`src/logic/lsr_pkg.sv`:
```
/*
 * Shared constants and carriers for the light sensor result registers.
 * Assumes a single 200 MHz device clock and an eight-bit register port
 * driven by the device's serial programming interface.
 */
`default_nettype none

package lsr_pkg;

   // Register map
   localparam logic [7:0] ADDR_S1_LOW   = 8'h40;
   localparam logic [7:0] ADDR_S1_HIGH  = 8'h41;
   localparam logic [7:0] ADDR_S2_LOW   = 8'h42;
   localparam logic [7:0] ADDR_S2_HIGH  = 8'h43;
   localparam logic [7:0] ADDR_BASE     = ADDR_S1_LOW;

   // Field layout
   localparam int         N_SENSORS     = 2;
   localparam int         COUNT_W       = 13;
   localparam int         LOW_W         = 8;
   localparam int         HIGH_W        = 5;
   localparam int         RSVD_W        = 3;
   localparam int         HIGH_LSB      = 8;

   // Values
   localparam logic [12:0] FULL_SCALE   = 13'h1F40;
   localparam logic [12:0] RESULT_RST   = 13'h0000;
   localparam logic [7:0]  RDATA_RST    = 8'h00;
   localparam logic [7:0]  UNMAPPED_VAL = 8'h00;
   localparam logic [2:0]  RSVD_VAL     = 3'h0;

   // Timing
   localparam int         REFRESH_MS    = 80;
   localparam int         CLK_MHZ       = 200;
   localparam int         REFRESH_CYC   = REFRESH_MS * 1000 * CLK_MHZ;

   // One register port request
   typedef struct packed {
      logic       rd;
      logic       wr;
      logic [7:0] addr;
      logic [7:0] wdata;
   } lsr_req_s;

   // A conversion result split into its two bytes
   typedef struct packed {
      logic [4:0] high;
      logic [7:0] low;
   } lsr_result_s;

endpackage : lsr_pkg

`default_nettype wire

```
`src/logic/lsr_result_regs.sv`:
```
/*
 * Read-only result registers for two ambient light sensor channels.
 * Assumes the serial interface presents one-cycle read and write strobes
 * with an eight-bit address, and the converter gives a count per sensor.
 */
// Functional notes
// First sensor count bits 7..0 read at address 0x40.
// First sensor bits 12..8 in 0x41 field 4..0; bits 7..5 reserved.
// Second sensor uses the same split at 0x42 and 0x43.
// Each result refreshes every 80 ms, only while its sensor is enabled.
// All four result registers are read-only; writes change nothing.
// Host rebuilds count as high field times 0x100 plus low byte.
// Reported count never exceeds 0x1F40, decimal 8000.
// Host scales count over 8000 times the full-scale sensor current.
// Low and high bytes of a sensor update together in one cycle.
`timescale 1ns/1ps
`default_nettype none

module lsr_result_regs #(
   parameter int unsigned REFRESH_CYCLES = lsr_pkg::REFRESH_CYC
) (
   // Clock and reset
   input  wire logic                  i_clk,
   input  wire logic                  i_rst,
   // Register port
   input  wire lsr_pkg::lsr_req_s     i_req,
   output logic                [7:0]  o_rdata,
   output logic                       o_rvalid,
   // Sensor side
   input  wire logic           [1:0]  i_sensor_en,
   input  wire logic      [1:0][12:0] i_conv_count,
   // Refresh strobes
   output logic                [1:0]  o_update
);

   localparam int N = lsr_pkg::N_SENSORS;

   logic [N-1:0][12:0] res;
   logic [7:0]         idx;
   logic               in_map;
   logic               sel_sensor;
   logic               sel_high;
   logic [7:0]         next_rdata;
   lsr_pkg::lsr_result_s sel_res;

   // One capture channel per sensor
   generate
      for (genvar g = 0; g < N; g++)
      begin : g_chan
         lsr_channel #(
            .PERIOD_CYC (REFRESH_CYCLES)
         ) u_chan (
            .i_clk    (i_clk),
            .i_rst    (i_rst),
            .i_en     (i_sensor_en[g]),
            .i_conv   (i_conv_count[g]),
            .o_result (res[g]),
            .o_update (o_update[g])
         );
      end
   endgenerate

   // Address decode: two bytes per sensor from the base
   assign idx        = i_req.addr - lsr_pkg::ADDR_BASE;
   assign in_map     = (i_req.addr >= lsr_pkg::ADDR_BASE) &&
                       (idx < 8'(2 * N));
   assign sel_sensor = idx[1];
   assign sel_high   = idx[0];
   assign sel_res    = lsr_pkg::lsr_result_s'(res[sel_sensor]);

   // Byte selection with reserved bits forced to zero
   always_comb
   begin
      next_rdata = lsr_pkg::UNMAPPED_VAL;
      if (in_map)
      begin
         if (sel_high)
            next_rdata = {lsr_pkg::RSVD_VAL, sel_res.high};
         else
            next_rdata = sel_res.low;
      end
   end

   // Registered read answer; writes are taken and dropped
   always_ff @(posedge i_clk)
   begin
      if (i_rst)
      begin
         o_rdata  <= lsr_pkg::RDATA_RST;
         o_rvalid <= 1'b0;
      end
      else
      begin
         o_rvalid <= i_req.rd;
         if (i_req.rd)
            o_rdata <= next_rdata;
      end
   end

   // Per-sensor checks on write immunity, joint byte update, refresh strobes and stored values
   generate
      for (genvar k = 0; k < N; k++)
      begin : g_chk

      end
   endgenerate
endmodule : lsr_result_regs

`default_nettype wire

```
`src/logic/lsr_channel.sv`:
```
/*
 * One sensor channel: an 80 ms refresh timer that captures the converter
 * count while the sensor is enabled, clamped to full scale.
 * Assumes i_conv is the converter's latest count, synchronous to i_clk.
 */
`timescale 1ns/1ps
`default_nettype none

module lsr_channel #(
   parameter int unsigned PERIOD_CYC = lsr_pkg::REFRESH_CYC
) (
   // Clock and reset
   input  wire logic        i_clk,
   input  wire logic        i_rst,
   // Sensor side
   input  wire logic        i_en,
   input  wire logic [12:0] i_conv,
   // Result
   output logic      [12:0] o_result,
   output logic             o_update
);

   localparam int          CW   = $clog2(PERIOD_CYC + 1);
   localparam logic [CW-1:0] LAST = CW'(PERIOD_CYC - 1);

   logic [CW-1:0] tick;
   logic [12:0]   next_result;
   logic          fire;

   // Refresh timer, held at zero while the sensor is off
   always_ff @(posedge i_clk)
   begin
      if (i_rst || !i_en)
         tick <= '0;
      else if (tick == LAST)
         tick <= '0;
      else
         tick <= tick + 1'b1;
   end

   assign fire = i_en && (tick == LAST);

   // Clamp so the count never passes full scale
   assign next_result = (i_conv > lsr_pkg::FULL_SCALE) ?
                        lsr_pkg::FULL_SCALE : i_conv;

   // Whole 13-bit result captured in one edge
   always_ff @(posedge i_clk)
   begin
      if (i_rst)
      begin
         o_result <= lsr_pkg::RESULT_RST;
         o_update <= 1'b0;
      end
      else
      begin
         o_update <= fire;
         if (fire)
            o_result <= next_result;
      end
   end

   // Helper: cycles since enable or since the last refresh
   int unsigned gap;
   always_ff @(posedge i_clk)
   begin
      if (i_rst || !i_en)
         gap <= 0;
      else if (o_update)
         gap <= 1;
      else
         gap <= gap + 1;
   end
endmodule : lsr_channel

`default_nettype wire

```
`config.mk`:
```
export PLATFORM = sky130hd
export DESIGN_NAME = lsr_result_regs
export DESIGN_NICKNAME = d
export VERILOG_FILES = /design/src/logic/lsr_pkg.sv /design/src/logic/lsr_result_regs.sv /design/src/logic/lsr_channel.sv
export SDC_FILE = /design/constraint.sdc
export NUM_CORES = 1
export LEC_CHECK = 0
export ABC_CLOCK_PERIOD_IN_PS = 1900
export BUFFER_PORTS_ARGS = -buffer_cell sky130_fd_sc_hd__buf_2
export CAP_MARGIN = 20
export CORE_MARGIN = 2
export CORE_UTILIZATION = 51
export CTS_CLUSTER_DIAMETER = 60
export DETAILED_ROUTE_END_ITERATION = 10
export PLACE_DENSITY = 0.8
export SYNTH_ARGS = -nofsm -noshare
export SYNTH_HDL_FRONTEND = slang
export SYNTH_SLANG_ARGS = --single-unit
```
`constraint.sdc`:
```
create_clock -name i_clk -period 1.9 [get_ports i_clk]
set_input_delay 0.38 -clock i_clk [delete_from_list [all_inputs] [get_ports i_clk]]
set_output_delay 0.38 -clock i_clk [all_outputs]
set_load 0.02 [all_outputs]
```
==> impl_metrics.tcl, run 1 <==
set metrics [dict create \
    antenna_found_initial 0 \
    dr.pass1.iters 5 \
    power_density_mw_per_mm2 646 \
    syn-cell-area_mm2 0.00387 \
    synth_edf_count 0 \
    reg2reg_to "g_chan[1].u_chan.o_result[5]$_SDFFE_PP0P_" \
    grt_max_degree 36 \
    min-delay-start "i_conv_count[21]" \
    area_growth_pct 24.3 \
    start_kind "register" \
    htree_levels 3 \
    port_buffers 49 \
    cp_data_required_time_ps 2140 \
    yosysTopAreaCellShare_pct 43.9 \
    yosys_register_bits 85 \
    path_cells "ha_4, nand4_4, or4_4, buf_4, o21ai_1, a21oi_1" \
    ys_types 37 \
    period_needed_ps 1830 \
    worstPathArrival_ps 2070 \
    gp_congestion 0.849 \
    worstSkewPairLatency_ps 370 \
    die_w_um 91.2 \
    drcViolationCount 0 \
    avgRoutedWirePerCell_um 14.4 \
    hpwl_mm 6.48 \
    reg2reg_depth 6 \
    antenna_cells 0 \
    fmax_mhz 547 \
    num_rows 31 \
    vias 3670 \
    cts-root-buf "clkbuf_8" \
    status "completed" \
    ys.flop_type "dfxtp_1" \
    critPathMaxFanout 12 \
    grt_pass1_wl_mm 15.6 \
    postCtsHoldBufs 0 \
    fin_crit_sh_pct 96.3 \
    cts_inserted_buffers 9 \
    cp_slowest_stage_delay_ps 590 \
    synth_area_leaders "dfxtp_1, a21oi_1, o21ai_0" \
    maxSlewHeadroom_pct 56.9 \
    synth.most_common_cell "dfxtp_1" \
    start_util_pct 53.1 \
    finalMaxSlewViolations 0 \
    vias_per_cell 5.77 \
    end_kind "register" \
    final_hold_viol_count 0 \
    fin_cells 636 \
    wl_mm 9.15 \
    critical_path.top_delay_family "simple AND/OR/NAND/NOR gates" \
    synth.yosys.seq_area_share_pct 43.9 \
    grt_setup_unrepaired "yes" \
    hp-class "in -> reg" \
    core_mm2 0.00729 \
    track_usage_pct 22.9 \
    cts_tree "built" \
    ioPinCount 59 \
    crit_slowest_cell "or4_4" \
    grt_pass1_vias 3426 \
    syn_inst 446 \
    path_class "reg -> reg" \
    place_inst 619 \
    syn_avg_cell_area_um2 8.69 \
    r2r_start "g_chan[1].u_chan.tick[1]$_SDFF_PP0_" \
    finalSetupViolCount 0 \
    synth-async-reset-ratio_pct 0 \
    drive_above_1_share_pct 27.2 \
    grt_overflow 0 \
    cts.sinks 85 \
    final_antenna_net_count 0 \
    synth_common_cells "dfxtp_1, a21oi_1, nor2_1, o21ai_0, nand3_1" \
    crit_start "g_chan[1].u_chan.tick[1]$_SDFF_PP0_" \
    worstMarginPinSlew_ps 646 \
    hold_depth 3 \
    drtIter0Drc 276 \
    holdPathEnd "g_chan[1].u_chan.o_result[8]$_SDFFE_PP0P_" \
    holdWs_ps 265 \
    ir_drop_v 0.000367 \
    clockBufferDepth 2 \
    clock_skew_ps 12.8 \
    dieArea_mm2 0.00831 \
    die_h_um 91.2 \
    maxCapViolations 0 \
    fillers 616 \
    fin_setup_tns_ps 0 \
    path_clk_slew_ps 100 \
    yosysWarnings 0 \
    fin_nets 582 \
    p_leak_nw 1.67 \
    syn_nets 496 \
    path_buf_inv 1 \
    r2r_setup_slack_ps 70 \
    yosys.area.top_type "dfxtp_1" \
]
==> cell type report <==
cell class | count | area [µm²] | share of cell area [%]
clock buffer | 9 | 124 | 2.57
sequential | 85 | 1710 | 35.4
multi-input combinational | 325 | 2110 | 43.8
inverter | 11 | 41.3 | 0.857
timing repair buffer | 100 | 657 | 13.6
clock inverter | 7 | 55.1 | 1.14
tap | 99 | 124 | 2.57
==> state kept, by name, indices dropped and copies added, names as in the netlist <==
| name | cells |
|---|---|
| g_chan.u_chan.o_result | 26 |
| o_rvalid | 1 |
| o_rdata | 8 |
| g_chan.u_chan.tick | 48 |
| g_chan.u_chan.o_update | 2 |
==> stage by stage <==
| stage | power [mW] | cell area [µm²] | setup WS (ps) | utilization, % |
|---|---|---|---|---|
| global route | 3.22 | 4820 | -40.4 | 66.1 |
| finish | 3.11 | 4820 | 70.6 | 66.1 |
| detailed placement | 1.96 | 4580 | -64.8 | 62.9 |
| CTS | 3.12 | 4780 | 5.54 | 65.6 |
| global placement | 1.96 | 4580 | -16.4 | 62.9 |
| floorplan | 1.89 | 3920 | -4.61 | - |
==> cells by family (layout without fill, tap and decap cells) <==
logic type	Yosys count	after routing	synth area share [%]
flops	85	85	43.9
simple gates	187	187	27.7
xor+xnor	26	26	5.88
fa+ha+maj	2	2	0.646
mux	8	8	3.68
buf+inv	36	127	3.91
compound gates	102	102	14.3
==> tightest hold or removal path, stage by stage <==
cell     delay [ps]
buf_2           100
nand3_1          60
a21oi_1          60
==> timing repair <==
item / CTS / global route
pin swaps: 0 / 3
endpoints found under the setup margin: 15 / 31
buffers inserted: 0 / 1
resized for setup: 7 / 19
==> worst max path at each step <==
stage | cells after the start | endpoint
after floorplan | 6 | g_chan[0].u_chan.tick[22]$_SDFF_PP0_
after global placement | 5 | g_chan[1].u_chan.tick[22]$_SDFF_PP0_
after detailed placement | 5 | g_chan[1].u_chan.tick[22]$_SDFF_PP0_
after CTS | 5 | g_chan[1].u_chan.tick[22]$_SDFF_PP0_
after global routing | 5 | g_chan[0].u_chan.o_result[7]$_SDFFE_PP0P_
final | 6 | g_chan[1].u_chan.o_result[5]$_SDFFE_PP0P_
==> cell usage in the layout (no fill, tap or decap), types with 2 or more instances in the layout <==
cell type,count
xor2_1,6
nor4_2,2
nand4_4,2
nor3_1,8
dfxtp_2,5
buf_12,2
ha_4,2
nand2_1,14
inv_1,11
or4_1,6
o31ai_1,4
buf_4,48
buf_2,49
nand2b_1,5
nor2_1,41
o2111ai_1,6
or4_4,6
mux2i_1,3
and4b_1,3
o21ai_0,29
a21oi_1,52
or3_1,17
and3_1,6
xnor2_1,20
nor4_1,8
o21ai_1,8
nand3_1,25
mux4_2,5
nand3_2,2
nor4b_1,6
clkbuf_8,9
nor2b_1,8
inv_6,3
and4_1,4
dfxtp_1,80
clkinvlp_4,2
nand4_1,19
==> power breakdown <==
group | internal (mW) | total, mW | switching (mW) | leakage, nW
clock | 0.488 | 1.19 | 0.699 | 0.0866
sequential | 1.79 | 1.79 | 0.00431 | 0.687
combinational | 0.0618 | 0.135 | 0.0733 | 0.893
total | 2.34 | 3.11 | 0.776 | 1.67
==> metal layers <==
layer	up-vias	GRT usage [%]	share of wire, %
met2	112	38.5	49
li1	1819	-	-
met4	0	8.46	1.5
met5	-	0	0
met3	17	4.73	5.8
met1	1722	29.1	44
(Power assumes the default switching activity.)
==> run 2: changes to the inputs <==
--- a/config.mk
+++ b/config.mk
@@ -6,7 +6,7 @@
 export NUM_CORES = 1
 export LEC_CHECK = 0
 export ABC_CLOCK_PERIOD_IN_PS = 1900
-export BUFFER_PORTS_ARGS = -buffer_cell sky130_fd_sc_hd__buf_2
+export BUFFER_PORTS_ARGS = -buffer_cell sky130_fd_sc_hd__buf_4
 export CAP_MARGIN = 20
 export CORE_MARGIN = 2
 export CORE_UTILIZATION = 51
==> run 2 against run 1 <==
Non-clock buffer count increased by 1. Critical path depth shrank 1. Via count down 0.95%. Setup slack lost 39 ps. Sequential power hardly changed. Global-route usage fell by 0.33 points. Critical path type unchanged.
==> impl_metrics.tcl, run 2 (synthesis results as in run 1) <==
set metrics [dict create \
    avgRoutedWirePerCell_um 14.4 \
    top_layer "met4" \
    antenna_cells 0 \
    layout_commonest_cell "buf_4" \
    fin_nets 583 \
    worstPathArrival_ps 2110 \
    num_rows 31 \
    dr_wl_met3_um 391 \
    cts-root-buf "clkbuf_8" \
    ir_drop_v 0.000397 \
    maxCapViolations 0 \
    vias_per_cell 5.71 \
    r2r_start "g_chan[1].u_chan.tick[19]$_SDFF_PP0_" \
    pre_cts_slack_ps -57.8 \
    worstSkewPairLatency_ps 360 \
    antenna_found_initial 0 \
    wl_mm 9.18 \
    htree_levels 3 \
    wl_met2_mm 4.54 \
    area_growth_pct 27.7 \
    vias 3635 \
    grt_pass1_vias 3524 \
    drtIter0Drc 209 \
    core_mm2 0.00729 \
    end_kind "register" \
    p_leak_nw 1.70 \
    fin_crit_sh_pct 98.3 \
    hold_depth 3 \
    fillers 609 \
    cts_tree "built" \
    fmax_mhz 535 \
    hpwl_mm 6.68 \
    path_class "reg -> reg" \
    largest_reg_flops 48 \
    reg.largest.list "g_chan.u_chan.tick x48, g_chan.u_chan.o_result x26, o_rdata x8" \
    holdWs_ps 287 \
    grt_pass1_wl_mm 15.5 \
    grt_overflow 0 \
    grt_setup_unrepaired "no" \
    cts_inserted_buffers 9 \
    maxSlewHeadroom_pct 58.1 \
    dieArea_mm2 0.00831 \
    path_clk_slew_ps 90 \
    fin_area_mm2 0.00495 \
    gp_congestion 0.863 \
    wl_met1_mm 3.99 \
    min-delay-start "i_conv_count[22]" \
    die_h_um 91.2 \
    final_cell_mix "buf_4, dfxtp_1, a21oi_1" \
    dr.pass1.iters 5 \
    start_util_pct 53.1 \
    drive_above_1_share_pct 28.3 \
    final_antenna_net_count 0 \
    placed_area_mm2 0.00470 \
    reg2reg_depth 5 \
    status "completed" \
    postCtsHoldBufs 0 \
    critPathMaxFanout 12 \
    largest-register "g_chan.u_chan.tick" \
    die_w_um 91.2 \
    period_needed_ps 1870 \
    ioPinCount 59 \
    finalMaxSlewViolations 0 \
    start_kind "register" \
    drcViolationCount 0 \
    hp-class "in -> reg" \
    finalSetupViolCount 0 \
    track_usage_pct 22.6 \
    clock_skew_ps 17.2 \
    crit_start "g_chan[1].u_chan.tick[19]$_SDFF_PP0_" \
    final_hold_viol_count 0 \
    power_density_mw_per_mm2 632 \
    worstMarginPinSlew_ps 628 \
    cts.sinks 85 \
    cp_data_required_time_ps 2140 \
    clockBufferDepth 2 \
    worst_slack_ps 31.6 \
    port_buffers 49 \
    grt_max_degree 36 \
]
## run 2: cell types whose count changed in the layout (fill, tap and decap cells not counted), moves of 2 or more
cell / change
buf_4: +52
buf_2: -49
o21ai_0: +5
o21ai_1: -4
a21oi_1: -2
a21oi_2: +2
## run 2: what timing repair did
action,4_1_cts,5_1_grt
buffers inserted,0,1
gates cloned,0,0
pin swaps,1,4
resized for setup,6,18
endpoints found under the setup margin,18,37
endpoints found under the hold margin,0,0
## run 2: final timing paths
kind	end	slack, ps
setup / recovery	g_chan[1].u_chan.o_result[3]$_SDFFE_PP0P_	30
hold / removal	g_chan[1].u_chan.o_result[9]$_SDFFE_PP0P_	290
setup reg to reg	g_chan[1].u_chan.o_result[3]$_SDFFE_PP0P_	30
hold reg to reg	o_rdata[7]$_SDFFE_PP0P_	470
## run 2: through the flow
stage	TNS (ps)	power, mW	utilization [%]	std cells
6_report	0	3.13	67.9	637
4_1_cts	0	3.16	67.2	636
2_1_floorplan	-4.61	1.89	-	446
5_1_grt	0	3.24	67.9	637
3_3_place_gp	0	1.98	64.5	620
3_5_place_dp	-123	1.99	64.5	620
## run 2: power breakdown
| group | leakage, nW | total, mW | internal (mW) | switching [mW] |
|---|---|---|---|---|
| sequential | 0.688 | 1.79 | 1.79 | 0.00428 |
| clock | 0.0853 | 1.18 | 0.517 | 0.667 |
| combinational | 0.922 | 0.156 | 0.0826 | 0.0732 |
| total | 1.70 | 3.13 | 2.39 | 0.744 |
## run 2: worst max-delay path: stages (launching register included)
cell and delay [ps]:
dfxtp_1 350, or3b_1 420, or4_4 470, buf_4 200, o21ai_0 230, a21oi_1 100
## run 2: area by class of cell
type / instances / area (µm²) / area share [%]
Multi-Input combinational cell: 325 / 2120 / 42.9
Sequential cell: 85 / 1710 / 34.5
Timing Repair Buffer: 101 / 771 / 15.6
Clock buffer: 10 / 138 / 2.78
Tap cell: 99 / 124 / 2.50
Clock inverter: 6 / 45.0 / 0.910
Inverter: 11 / 41.3 / 0.834
## run 2: metal layers
layer	GRT usage (%)	vias up
met2	37.8	102
met5	0	-
li1	-	1811
met3	4.48	22
met4	10.5	0
met1	28.0	1700
